### src/rtl/strap_pkg.sv
// constants for the boot strap capture register bank
package strap_pkg;
   // ----------------------------------------------------------------
   // register map (byte addresses, one aligned word each)
   // ----------------------------------------------------------------
   localparam logic [31:0] strap_capture_low_addr  = 32'h4000_0000;
   localparam logic [31:0] strap_capture_high_addr = 32'h4000_0004;
   localparam int          cap_width               = 8;
   localparam logic [23:0] reserved_read_value     = 24'h00_0000;
   // ----------------------------------------------------------------
   // hardware boot vector: internal rom, lowest address
   // ----------------------------------------------------------------
   localparam logic [31:0] rom_boot_addr = 32'h0000_0000;
   // ----------------------------------------------------------------
   // strap pin positions in the strap_pins vector (= capture bit)
   // ----------------------------------------------------------------
   localparam int strap_pin_count         = 16;
   localparam int serial1_clock_pin       = 0;
   localparam int serial1_output_pin      = 1;
   localparam int serial1_input_pin       = 2;
   localparam int serial0_enable_pin      = 3;
   localparam int serial0_select_pin      = 4;
   localparam int serial0_clock_pin       = 5;
   localparam int serial0_output_pin      = 6;
   localparam int serial0_input_pin       = 7;
   localparam int audio_serializer0_pin   = 8;
   localparam int receive_frame_sync0     = 9;
   localparam int transmit_frame_sync0    = 10;
   localparam int host_address0_pin       = 11;
   localparam int host_data0_pin          = 12;
   localparam int host_chip_select_pin    = 13;
   localparam int serial1_enable_pin      = 14;
   localparam int serial1_select_pin      = 15;
   localparam logic host_boot_select_level = 1'b0;
   // ----------------------------------------------------------------
   // axi4-lite response codes
   // ----------------------------------------------------------------
   localparam logic [1:0] resp_okay   = 2'b00;
   localparam logic [1:0] resp_decerr = 2'b11;
endpackage : strap_pkg

### src/rtl/boot_strap_pin_capture.sv
// strap capture register bank with axi4-lite slave and host-port forwarding
//
// Operation
// - hardware boot always fetches rom at zero
// - low word captures serial0/serial1 strap pins
// - high word captures serial1/host/audio strap pins
// - only external reset pin recaptures straps
// - bits 31:8 reserved, software writes zeros
// - host boot copies three serial0 straps
`timescale 1ns/10ps
module boot_strap_pin_capture (
   input  wire logic                                  aclk,
   input  wire logic                                  aresetn,
   input  wire logic                                  ext_reset_n,
   input  wire logic [strap_pkg::strap_pin_count-1:0] strap_pins,
   output logic                                       fetch_start,
   output logic [31:0]                                fetch_addr,
   output logic                                       host_byte_address_bit,
   output logic                                       host_full_width_bit,
   output logic                                       host_nonmultiplexed_bit,
   input  wire logic [31:0]                           awaddr,
   input  wire logic                                  awvalid,
   output logic                                       awready,
   input  wire logic [31:0]                           wdata,
   input  wire logic [3:0]                            wstrb,
   input  wire logic                                  wvalid,
   output logic                                       wready,
   output logic [1:0]                                 bresp,
   output logic                                       bvalid,
   input  wire logic                                  bready,
   input  wire logic [31:0]                           araddr,
   input  wire logic                                  arvalid,
   output logic                                       arready,
   output logic [31:0]                                rdata,
   output logic [1:0]                                 rresp,
   output logic                                       rvalid,
   input  wire logic                                  rready
);
   import strap_pkg::*;

   // ----------------------------------------------------------------
   // boot fetch request
   // ----------------------------------------------------------------
   logic        started_reg;
   logic        started_next;
   logic        fetch_start_reg;
   logic        fetch_start_next;
   logic [31:0] fetch_addr_reg;

   always_comb begin
      started_next     = 1'b1;
      fetch_start_next = !started_reg;
   end

   always_ff @(posedge aclk) begin
      if (!aresetn) begin
         started_reg     <= 1'b0;
         fetch_start_reg <= 1'b0;
         fetch_addr_reg  <= rom_boot_addr;
      end else begin
         started_reg     <= started_next;
         fetch_start_reg <= fetch_start_next;
         fetch_addr_reg  <= rom_boot_addr;
      end
   end

   assign fetch_start = fetch_start_reg;
   assign fetch_addr  = fetch_addr_reg;

   // ----------------------------------------------------------------
   // strap capture
   // ----------------------------------------------------------------
   // the capture flops are deliberately outside aresetn: emulator and
   // watchdog resets drive aresetn but must not disturb the straps.
   // while the pin is low the straps track, so the rising edge freezes them.
   logic                 ext_prev_reg;
   logic                 ext_prev_next;
   logic                 load;
   logic [cap_width-1:0] cap_low_reg;
   logic [cap_width-1:0] cap_low_next;
   logic [cap_width-1:0] cap_high_reg;
   logic [cap_width-1:0] cap_high_next;
   logic                 byte_addr_reg;
   logic                 byte_addr_next;
   logic                 full_width_reg;
   logic                 full_width_next;
   logic                 nonmux_reg;
   logic                 nonmux_next;
   logic                 host_boot;

   always_comb begin
      ext_prev_next   = ext_reset_n;
      load            = !ext_reset_n || !ext_prev_reg;
      host_boot       = strap_pins[host_chip_select_pin] == host_boot_select_level;
      cap_low_next    = cap_low_reg;
      cap_high_next   = cap_high_reg;
      byte_addr_next  = byte_addr_reg;
      full_width_next = full_width_reg;
      nonmux_next     = nonmux_reg;
      if (load) begin
         cap_low_next  = strap_pins[cap_width-1:0];
         cap_high_next = strap_pins[strap_pin_count-1:cap_width];
         if (host_boot) begin
            byte_addr_next  = strap_pins[serial0_input_pin];
            full_width_next = strap_pins[serial0_output_pin];
            nonmux_next     = strap_pins[serial0_clock_pin];
         end else begin
            byte_addr_next  = 1'b0;
            full_width_next = 1'b0;
            nonmux_next     = 1'b0;
         end
      end
   end

   always_ff @(posedge aclk) begin
      ext_prev_reg   <= ext_prev_next;
      cap_low_reg    <= cap_low_next;
      cap_high_reg   <= cap_high_next;
      byte_addr_reg  <= byte_addr_next;
      full_width_reg <= full_width_next;
      nonmux_reg     <= nonmux_next;
   end

   assign host_byte_address_bit   = byte_addr_reg;
   assign host_full_width_bit     = full_width_reg;
   assign host_nonmultiplexed_bit = nonmux_reg;

   // ----------------------------------------------------------------
   // axi4-lite write channel
   // ----------------------------------------------------------------
   // both words are read-only, so writes are acknowledged and dropped;
   // wdata and wstrb are accepted but never stored.
   logic        aw_have_reg;
   logic        aw_have_next;
   logic [31:0] aw_addr_reg;
   logic [31:0] aw_addr_next;
   logic        w_have_reg;
   logic        w_have_next;
   logic        awready_reg;
   logic        awready_next;
   logic        wready_reg;
   logic        wready_next;
   logic        bvalid_reg;
   logic        bvalid_next;
   logic [1:0]  bresp_reg;
   logic [1:0]  bresp_next;
   logic        aw_take;
   logic        w_take;
   logic        aw_hit;

   always_comb begin
      aw_take      = awvalid && awready_reg;
      w_take       = wvalid && wready_reg;
      aw_have_next = aw_have_reg || aw_take;
      w_have_next  = w_have_reg || w_take;
      aw_addr_next = aw_take ? awaddr : aw_addr_reg;
      bvalid_next  = bvalid_reg && !bready;
      bresp_next   = bresp_reg;
      aw_hit       = aw_addr_next == strap_capture_low_addr
                  || aw_addr_next == strap_capture_high_addr;
      if (aw_have_next && w_have_next && !bvalid_next) begin
         bvalid_next  = 1'b1;
         bresp_next   = aw_hit ? resp_okay : resp_decerr;
         aw_have_next = 1'b0;
         w_have_next  = 1'b0;
      end
      awready_next = !aw_have_next && !bvalid_next;
      wready_next  = !w_have_next && !bvalid_next;
   end

   always_ff @(posedge aclk) begin
      if (!aresetn) begin
         aw_have_reg <= 1'b0;
         aw_addr_reg <= 32'h0000_0000;
         w_have_reg  <= 1'b0;
         awready_reg <= 1'b1;
         wready_reg  <= 1'b1;
         bvalid_reg  <= 1'b0;
         bresp_reg   <= resp_okay;
      end else begin
         aw_have_reg <= aw_have_next;
         aw_addr_reg <= aw_addr_next;
         w_have_reg  <= w_have_next;
         awready_reg <= awready_next;
         wready_reg  <= wready_next;
         bvalid_reg  <= bvalid_next;
         bresp_reg   <= bresp_next;
      end
   end

   assign awready = awready_reg;
   assign wready  = wready_reg;
   assign bvalid  = bvalid_reg;
   assign bresp   = bresp_reg;

   // ----------------------------------------------------------------
   // axi4-lite read channel
   // ----------------------------------------------------------------
   logic        arready_reg;
   logic        arready_next;
   logic        rvalid_reg;
   logic        rvalid_next;
   logic [31:0] rdata_reg;
   logic [31:0] rdata_next;
   logic [1:0]  rresp_reg;
   logic [1:0]  rresp_next;
   logic        ar_take;

   always_comb begin
      ar_take     = arvalid && arready_reg;
      rvalid_next = rvalid_reg && !rready;
      rdata_next  = rdata_reg;
      rresp_next  = rresp_reg;
      if (ar_take) begin
         rvalid_next = 1'b1;
         rresp_next  = resp_okay;
         if (araddr == strap_capture_low_addr) begin
            rdata_next = {reserved_read_value, cap_low_reg};
         end else if (araddr == strap_capture_high_addr) begin
            rdata_next = {reserved_read_value, cap_high_reg};
         end else begin
            rdata_next = 32'h0000_0000;
            rresp_next = resp_decerr;
         end
      end
      arready_next = !rvalid_next;
   end

   always_ff @(posedge aclk) begin
      if (!aresetn) begin
         arready_reg <= 1'b1;
         rvalid_reg  <= 1'b0;
         rdata_reg   <= 32'h0000_0000;
         rresp_reg   <= resp_okay;
      end else begin
         arready_reg <= arready_next;
         rvalid_reg  <= rvalid_next;
         rdata_reg   <= rdata_next;
         rresp_reg   <= rresp_next;
      end
   end

   assign arready = arready_reg;
   assign rvalid  = rvalid_reg;
   assign rdata   = rdata_reg;
   assign rresp   = rresp_reg;
endmodule : boot_strap_pin_capture

### config.mk
export PLATFORM = sky130hd
export DESIGN_NAME = boot_strap_pin_capture
export DESIGN_NICKNAME = d
export VERILOG_FILES = /design/src/rtl/strap_pkg.sv /design/src/rtl/boot_strap_pin_capture.sv
export SDC_FILE = /design/constraint.sdc
export NUM_CORES = 1
export LEC_CHECK = 0
export BUFFER_PORTS_ARGS = -buffer_cell sky130_fd_sc_hd__buf_2
export CELL_PAD_IN_SITES_DETAIL_PLACEMENT = 2
export CELL_PAD_IN_SITES_GLOBAL_PLACEMENT = 2
export CORE_MARGIN = 2
export CORE_UTILIZATION = 22
export DETAILED_ROUTE_END_ITERATION = 12
export PLACE_DENSITY_LB_ADDON = 0.1
export SKIP_LAST_GASP = 1
export SLEW_MARGIN = 25
export SYNTH_ARGS = -nofsm -noshare
export SYNTH_HDL_FRONTEND = slang
export SYNTH_SLANG_ARGS = --single-unit
### constraint.sdc
create_clock -name aclk -period 1.75 [get_ports aclk]
set_clock_uncertainty 0.05 [all_clocks]
set_input_delay 0.2625 -clock aclk [delete_from_list [all_inputs] [get_ports aclk]]
set_output_delay 0.2625 -clock aclk [all_outputs]
set_load 0.02 [all_outputs]
==> flow_metrics.env, run 1 <==
export IMPL_status="finished clean"
export IMPL_port_buffers=107
export IMPL_instances_no_fill=632
export IMPL_start_kind="register"
export IMPL_dp_cells=615
export IMPL_diodes=0
export IMPL_min_to="cap_high_reg[0]"
export IMPL_endpoint_kind="register"
export IMPL_synth_edf_count=19
export IMPL_fin_tns_setup_ns=0
export IMPL_finalSetupViolCount=0
export IMPL_clock_path_buffers=2
export IMPL_r2r_start="arready"
export IMPL_path_max_fanout=14
export IMPL_synth_top_cell_by_area="dfxtp_1"
export IMPL_htreeDepth=3
export IMPL_reg2reg_depth=3
export IMPL_max_freq_mhz=678
export IMPL_die_w_um=123
export IMPL_hpwlAfterDp_um=6600
export IMPL_grt_pass1_vias=2668
export IMPL_gr_usage_all_layers_pct=11.3
export IMPL_antenna_found_initial=0
export IMPL_synth_most_common_cell="nand2_1"
export IMPL_post_place_ws_ns=-0.0604
export IMPL_clkSlewWorstSetupHoldPaths_ns=0.06
export IMPL_largest_reg_flops=31
export IMPL_synth_top_cells_by_area="dfxtp_1 33%, edfxtp_1 18%, buf_4 14%"
export IMPL_period_needed_ns=1.47
export IMPL_drive_gt1_share_pct=30.5
export IMPL_grt_max_degree=26
export IMPL_syn_area_mm2=0.00310
export IMPL_yosys_warnings=0
export IMPL_synth_avg_cell_area_um2=9.33
export IMPL_cts_tree="built"
export IMPL_synth_top_cell_area_share_pct=33.0
export IMPL_vdd_drop_max_v=0.000452
export IMPL_power_density_mw_per_mm2=1040
export IMPL_ioPinCount=201
export IMPL_synth_cell_types=31
export IMPL_netlist_instances=332
export IMPL_core_rowCount=43
export IMPL_path_class="register to register"
export IMPL_hold_ws_ns=0.0521
export IMPL_whs_path_depth=1
export IMPL_synthArstFlopShare_pct=0
export IMPL_routed_wl_um=8240
export IMPL_final_cell_area_mm2=0.00397
export IMPL_maxSlewViolCount=0
export IMPL_drc=0
export IMPL_vias=2569
export IMPL_rsz0062_at_grt="no"
export IMPL_arrival_ns=1.68
export IMPL_wl_per_cell_um=13.0
export IMPL_ys_seq_elements=70
export IMPL_cts_sinks=70
export IMPL_cts_root_buffer="clkbuf_16"
export IMPL_p_leak_nw=1.73
export IMPL_placed_cell_area_mm2=0.00367
export IMPL_drt_initial_drc_count=67
export IMPL_area_delta_synth_final_pct=28.2
export IMPL_reg2reg_to="rdata[0]"
export IMPL_drtAntennaViolNets=0
export IMPL_hold_path_startpoint="strap_pins[8]"
export IMPL_min_path_type="input pin to register"
export IMPL_grt_pass1_wl_um=12900
export IMPL_fin_crit_sh_pct=84.2
export IMPL_drv_cap=0
export IMPL_timing_final_ws_setup_ns=0.276
export IMPL_die_area_mm2=0.0150
export IMPL_gr_total_overflow=0
export IMPL_initial_core_util_pct=22.4
export IMPL_synth_seq_area_share_pct=51.4
export IMPL_synth_flop_cell="dfxtp_1"
export IMPL_gp_congestion=0.708
export IMPL_synth_top_cells_by_count="75 x nand2_1, 58 x buf_4, 51 x dfxtp_1, 42 x a21oi_1, 19 x edfxtp_1"
export IMPL_finalHoldViolations=0
export IMPL_drt_pass1_iterations=4
export IMPL_clk_latency_ns=0.33
export IMPL_fp_dieH_um=123
export IMPL_numCtsBuffers=9
export IMPL_routed_via_density=4.06
export IMPL_postCtsResizedCells=0
export IMPL_r2r_setup_slack_ns=0.28
export IMPL_coreArea_mm2=0.0138
export IMPL_final_nets=571
export IMPL_cp_data_required_time_ns=1.96
## how the worst max path moves through the flow
stage	end	from	slack, ns
after floorplan	rdata[0]	araddr[28]	0.26
final	rdata[0]	arready	0.28
after global routing	bresp[0]	aw_addr_reg[24]	0.09
after detailed placement	rdata[0]	araddr[13]	-0.06
after CTS	rdata[0]	arready	0.25
after global placement	rdata[0]	araddr[13]	-0.06
## cell type report
type | count | area (um^2)
well taps | 180 | 225
flip-flops and latches | 70 | 1590
clock buffers | 10 | 229
fillers | 1591 | 9860
repair buffers | 120 | 636
inverters | 3 | 11.3
multi-input cells | 243 | 1220
clock inverters | 6 | 62.6
## metal layers
metal | track usage [%] | vias to the layer above | routed length, um
met5 | 0 | - | 0
met4 | 5.17 | 0 | 140
met3 | 3.49 | 14 | 591
met2 | 18.7 | 93 | 3970
met1 | 13.4 | 1195 | 3530
li1 | - | 1267 | -
## critical path, stage by stage, from the launching register on
cell and delay [ns]:
dfxtp_1 0.34, nand2_1 0.23, or4_1 0.61, a21oi_1 0.17
## timing repair
item,in CTS,in global routing
hold buffers,1,0
setup buffers,0,0
endpoints found under the hold margin,1,0
## cells in the final DEF, fill, tap and decap left out
cell / instances
clkbuf_16: 9
and2_1: 2
edfxtp_1: 19
o21ai_0: 3
buf_2: 107
clkinvlp_4: 2
or4_1: 8
mux2i_1: 9
nor4_4: 1
dlygate4sd3_1: 1
a21oi_1: 42
nand2b_1: 2
nand4_2: 1
nor4_2: 2
clkbuf_1: 1
nor4b_2: 1
nand4_1: 5
dfxtp_1: 51
nand3_1: 1
a211oi_1: 1
a21o_1: 1
and3_1: 1
nand4b_1: 1
clkinv_2: 1
nor4_1: 14
inv_1: 2
a31oi_1: 1
bufinv_16: 1
nor3_1: 4
nor2b_1: 4
clkinv_4: 1
clkinv_1: 2
conb_1: 56
nor2_1: 5
nand2_1: 75
a221oi_1: 1
nor4b_1: 2
buf_4: 12
## cells by family after synthesis
group	share of synthesized area [%]
AOI/OAI and AO/OA	8.24
buffers and inverters	16.0
muxes	2.91
other	0.121
DFF	51.4
and+or+nand+nor	21.3
## power breakdown
part	leakage [nW]	switching, mW	total (mW)	internal [mW]
logic	0.983	0.353	0.537	0.184
registers	0.614	0.0437	1.81	1.77
clock network	0.136	0.689	1.79	1.10
total	1.73	1.09	4.13	3.05
## stage by stage
stage | power [mW] | utilization (%)
floorplan | 2.26 | -
global placement | 2.38 | 26.5
detailed placement | 2.39 | 26.5
CTS | 4.22 | 28.7
global route | 4.37 | 28.7
finish | 4.13 | 28.7
Note: power is estimated with default switching activity, not from simulation.
==> run 2: changes to the inputs <==
clock period = 1.39 ns   (was 1.75 ns; I/O delays follow)
==> run 2 against run 1 <==
Sequential power increased by 27%. Critical path depth is 1 higher. Flip-flop and latch count unchanged.
==> flow_metrics.env, run 2 (synthesis results as in run 1) <==
export IMPL_arrival_ns=1.53
export IMPL_period_needed_ns=1.37
export IMPL_start_kind="register"
export IMPL_clk_latency_ns=0.33
export IMPL_switching_share_pct=25.9
export IMPL_endpoint_kind="register"
export IMPL_path_max_fanout=2
export IMPL_vias=2671
export IMPL_clock_path_buffers=2
export IMPL_post_place_ws_ns=-0.297
export IMPL_routed_wl_um=8890
export IMPL_drtAntennaViolNets=0
export IMPL_finalSetupViolCount=0
export IMPL_drc=0
export IMPL_power_density_mw_per_mm2=1270
export IMPL_grt_max_degree=30
export IMPL_grt_pass1_vias=2716
export IMPL_internal_power_mw=4.09
export IMPL_gr_usage_all_layers_pct=12.2
export IMPL_min_path_type="input pin to register"
export IMPL_r2r_start="aw_addr_reg[15]"
export IMPL_gr_total_overflow=0
export IMPL_grt_use_met2_pct=20.2
export IMPL_busiest_layer="met2"
export IMPL_final_nets=596
export IMPL_diodes=0
export IMPL_fp_dieH_um=123
export IMPL_die_w_um=123
export IMPL_placed_cell_area_mm2=0.00383
export IMPL_dp_cells=628
export IMPL_maxSlewViolCount=0
export IMPL_hpwlAfterDp_um=6880
export IMPL_antenna_found_initial=1
export IMPL_cts_tree="built"
export IMPL_hold_ws_ns=0.0157
export IMPL_clkPwrFrac_pct=44.4
export IMPL_final_cell_area_mm2=0.00436
export IMPL_p_switching_mw=1.43
export IMPL_final_core_util_pct=31.5
export IMPL_clkSlewWorstSetupHoldPaths_ns=0.06
export IMPL_coreArea_mm2=0.0138
export IMPL_p_comb_share_pct=14.2
export IMPL_wl_per_cell_um=13.5
export IMPL_drive_gt1_share_pct=35.8
export IMPL_cts_sinks=70
export IMPL_die_area_mm2=0.0150
export IMPL_numCtsBuffers=9
export IMPL_cts_root_buffer="clkbuf_16"
export IMPL_core_rowCount=43
export IMPL_timing_final_ws_setup_ns=0.0177
export IMPL_grt_pass1_wl_um=14000
export IMPL_drt_initial_drc_count=48
export IMPL_instances_no_fill=657
export IMPL_vdd_drop_max_v=0.000679
export IMPL_area_delta_synth_final_pct=40.7
export IMPL_fill_cells=1560
export IMPL_path_class="register to register"
export IMPL_drt_pass1_iterations=4
export IMPL_layout_common_cells="107 x buf_2, 74 x nand2_1, 56 x conb_1"
export IMPL_pwr_share_seq_pct=41.5
export IMPL_p_leak_nw=1.90
export IMPL_met1_usage_pct=14.2
export IMPL_hold_path_startpoint="strap_pins[5]"
export IMPL_cp_data_required_time_ns=1.54
export IMPL_rsz0062_at_grt="yes"
export IMPL_gp_congestion=0.695
export IMPL_startpoint="aw_addr_reg[15]"
export IMPL_layout_commonest_cell="buf_2"
export IMPL_power_mw=5.52
export IMPL_largest_reg_flops=31
export IMPL_initial_core_util_pct=22.4
export IMPL_routed_via_density=4.07
export IMPL_drv_cap=0
export IMPL_ioPinCount=201
export IMPL_fin_tns_setup_ns=0
export IMPL_status="finished clean"
export IMPL_finalHoldViolations=0
export IMPL_htreeDepth=3
export IMPL_port_buffers=107
export IMPL_fin_crit_sh_pct=98.7
export IMPL_met3_usage_pct=4.32
export IMPL_max_freq_mhz=729
==> run 2: changes by cell type in the layout (fill, tap and decap cells not counted), moves of 3 or more <==
| cell | change |
|---|---|
| buf_4 | +10 |
| clkinv_2 | +3 |
| nor4_1 | -6 |
| dlygate4sd3_1 | +12 |
| nor4_4 | +4 |
| dfxtp_2 | +5 |
| dfxtp_1 | -5 |
==> run 2: worst paths after layout <==
kind	end	slack, ns	cells after the start
worst min-delay path	cap_low_reg[5]	0.02	1
worst max register to register	bresp[0]	0.02	4
worst min register to register	fetch_start	0.34	1
worst max-delay path	bresp[0]	0.02	4
==> run 2: final cells by class <==
type                       instances  area, um^2  share of cell area (%)
tap                              180         225                    5.17
clock buffer                       9         225                    5.17
timing repair buffer             145         873                    20.0
multi-input combinational        243        1340                    30.7
inverter                           3        11.3                   0.258
sequential                        70        1600                    36.7
clock inverter                     7        88.8                    2.04
==> run 2: power by group through the flow <==
stage | Combinational, mW | Sequential (mW) | Clock, mW
2_1_floorplan | 0.506 | 2.34 | 0
3_3_place_gp | 0.731 | 2.32 | 0
3_5_place_dp | 0.741 | 2.32 | 0
4_1_cts | 0.775 | 2.28 | 2.52
5_1_grt | 0.870 | 2.31 | 2.61
6_report | 0.783 | 2.29 | 2.45
==> run 2: per-layer routing <==
metal,part of all wire (%),wire [um],vias up
met5,0.18,16,-
met2,49,4350,86
li1,-,-,1313
met3,7.2,636,17
met1,42,3700,1253
met4,2.1,189,2
==> run 2: what timing repair did <==
item,in CTS,in global routing
gates resized for setup,4,15
cloned,0,0
hold buffers,13,0
hold endpoints to repair,13,0
pin swaps,0,6
setup endpoints to repair,1,11
setup buffers,0,0
==> run 2: critical path, stage by stage, from the launching register on <==
cell and delay (ns):
dfxtp_1 0.35, nor4_4 0.28, nand4_1 0.18, a221oi_2 0.29, a211oi_1 0.10
==> run 3: changes to the inputs <==
CORE_UTILIZATION = 24   (was 22)
SETUP_SLACK_MARGIN = 0.4   (was unset)
clock period = 1.75 ns   (was 1.39 ns; I/O delays follow)
==> run 3 against run 2 <==
Clock power down 22%. Sequential power down 21%. Setup slack improved by 0.37 ns. Non-clock buffer count decreased by 28. Total power is 22% lower. Clock-buffer cell count up 3. Wire length is 1.9% lower. Cell area down 5.3%. Critical path depth grew 2. Die area down 8.1%.
==> flow_metrics.env, run 3 (synthesis results as in run 1) <==
export IMPL_gr_usage_all_layers_pct=12.6
export IMPL_drt_pass1_iterations=3
export IMPL_start_kind="input pin"
export IMPL_p_comb_share_pct=13.2
export IMPL_endpoint_kind="register"
export IMPL_fp_dieH_um=118
export IMPL_arrival_ns=1.57
export IMPL_coreArea_mm2=0.0126
export IMPL_numCtsBuffers=9
export IMPL_power_density_mw_per_mm2=1040
export IMPL_switching_share_pct=25.8
export IMPL_initial_core_util_pct=24.5
export IMPL_die_w_um=118
export IMPL_drc=0
export IMPL_gp_congestion=0.702
export IMPL_p_switching_mw=1.11
export IMPL_maxSlewViolCount=0
export IMPL_grt_pass1_vias=2740
export IMPL_drive_gt1_share_pct=33.4
export IMPL_met3_usage_pct=4.36
export IMPL_internal_power_mw=3.20
export IMPL_max_freq_mhz=735
export IMPL_min_path_type="input pin to register"
export IMPL_die_area_mm2=0.0138
export IMPL_path_max_fanout=6
export IMPL_dp_cells=603
export IMPL_routed_via_density=4.16
export IMPL_pwr_share_seq_pct=42.2
export IMPL_cp_data_required_time_ns=1.96
export IMPL_multi_input_area_mm2=0.00134
export IMPL_power_mw=4.31
export IMPL_clk_latency_ns=0.33
export IMPL_r2r_start="aw_addr_reg[21]"
export IMPL_cts_sinks=70
export IMPL_port_buffers=107
export IMPL_vias=2584
export IMPL_grt_use_met2_pct=22.0
export IMPL_fill_cells=1467
export IMPL_gr_total_overflow=0
export IMPL_finalHoldViolations=0
export IMPL_layout_common_cells="107 x buf_2, 74 x nand2_1, 56 x conb_1"
export IMPL_cts_root_buffer="clkbuf_16"
export IMPL_clock_path_buffers=2
export IMPL_busiest_layer="met2"
export IMPL_period_needed_ns=1.36
export IMPL_ioPinCount=201
export IMPL_met1_usage_pct=13.9
export IMPL_finalSetupViolCount=0
export IMPL_antenna_found_initial=1
export IMPL_status="finished clean"
export IMPL_largest_reg_flops=31
export IMPL_critPathCapture="rdata[3]"
export IMPL_final_nets=568
export IMPL_vdd_drop_max_v=0.000392
export IMPL_timing_final_ws_setup_ns=0.390
export IMPL_fin_crit_sh_pct=77.7
export IMPL_hpwlAfterDp_um=6670
export IMPL_htreeDepth=3
export IMPL_drtAntennaViolNets=0
export IMPL_area_delta_synth_final_pct=33.3
export IMPL_diodes=0
export IMPL_layout_commonest_cell="buf_2"
export IMPL_path_class="input pin to register"
export IMPL_clkSlewWorstSetupHoldPaths_ns=0.06
export IMPL_rsz0062_at_grt="yes"
export IMPL_grt_pass1_wl_um=13700
export IMPL_instances_no_fill=621
export IMPL_drv_cap=0
export IMPL_post_place_ws_ns=0.0136
export IMPL_startpoint="araddr[27]"
export IMPL_cts_tree="built"
export IMPL_routed_wl_um=8720
export IMPL_clkPwrFrac_pct=44.6
export IMPL_drt_initial_drc_count=51
export IMPL_reg2reg_to="bresp[0]"
export IMPL_grt_max_degree=36
export IMPL_seq_area_mm2=0.00159
export IMPL_hold_ws_ns=0.0567
export IMPL_p_leak_nw=1.77
export IMPL_wl_per_cell_um=14.0
export IMPL_core_rowCount=41
export IMPL_fin_tns_setup_ns=0
export IMPL_reg2reg_depth=4
export IMPL_r2r_setup_slack_ns=0.45
run 3: cell types whose count changed in the layout (fill, tap and decap cells not counted), moves of 3 or more:
cell           previous run  this run
dfxtp_1                  46        49
clkinv_2                  4         0
dfxtp_2                   5         2
dlygate4sd3_1            13         1
buf_4                    22         4
run 3: per-stage QoR:
| step | cell area (um^2) | utilization (%) |
|---|---|---|
| floorplan | 3370 | - |
| global placement | 3720 | 29.5 |
| detailed placement | 3720 | 29.5 |
| CTS | 4110 | 32.5 |
| global route | 4130 | 32.7 |
| finish | 4130 | 32.7 |
run 3: power groups by stage:
stage	registers [mW]	clock network [mW]	logic [mW]
2_1_floorplan	1.86	0	0.403
6_report	1.82	1.92	0.569
5_1_grt	1.83	2.08	0.628
4_1_cts	1.82	2.00	0.574
3_3_place_gp	1.84	0	0.550
3_5_place_dp	1.85	0	0.558
run 3: worst min path at each step:
stage	start	endpoint	cells past startpoint
floorplan	ext_reset_n	ext_prev_reg	0
global placement	started_reg	fetch_start	1
detailed placement	ext_reset_n	ext_prev_reg	1
CTS	strap_pins[0]	cap_low_reg[0]	1
global route	strap_pins[3]	cap_low_reg[3]	1
finish	strap_pins[4]	cap_low_reg[4]	1
run 3: repair_timing:
action / 4_1_cts / 5_1_grt
setup endpoints to repair: 9 / 15
gates cloned: 0 / 0
buffers inserted: 1 / 0
pin swaps: 1 / 0
hold buffers: 1 / 0
resized for setup: 10 / 5
endpoints found under the hold margin: 1 / 0
run 3: layout make-up:
| type | instances | area share, % |
|---|---|---|
| Clock buffer | 12 | 6.49 |
| Clock inverter | 4 | 1.27 |
| Inverter | 3 | 0.273 |
| Multi-Input combinational cell | 243 | 32.4 |
| Sequential cell | 70 | 38.6 |
| Tap cell | 172 | 5.21 |
| Timing Repair Buffer | 117 | 15.7 |
run 3: critical path, stage by stage:
cell and delay [ns]:
buf_2 0.11, nor4_4 0.27, nand4_2 0.20, buf_6 0.18
or4_1 0.41, a21oi_2 0.13
run 3: per-layer routing:
layer,vias up,wire [um]
met5,-,13
met4,2,108
met3,10,630
met2,85,4450
met1,1231,3510
li1,1256,-
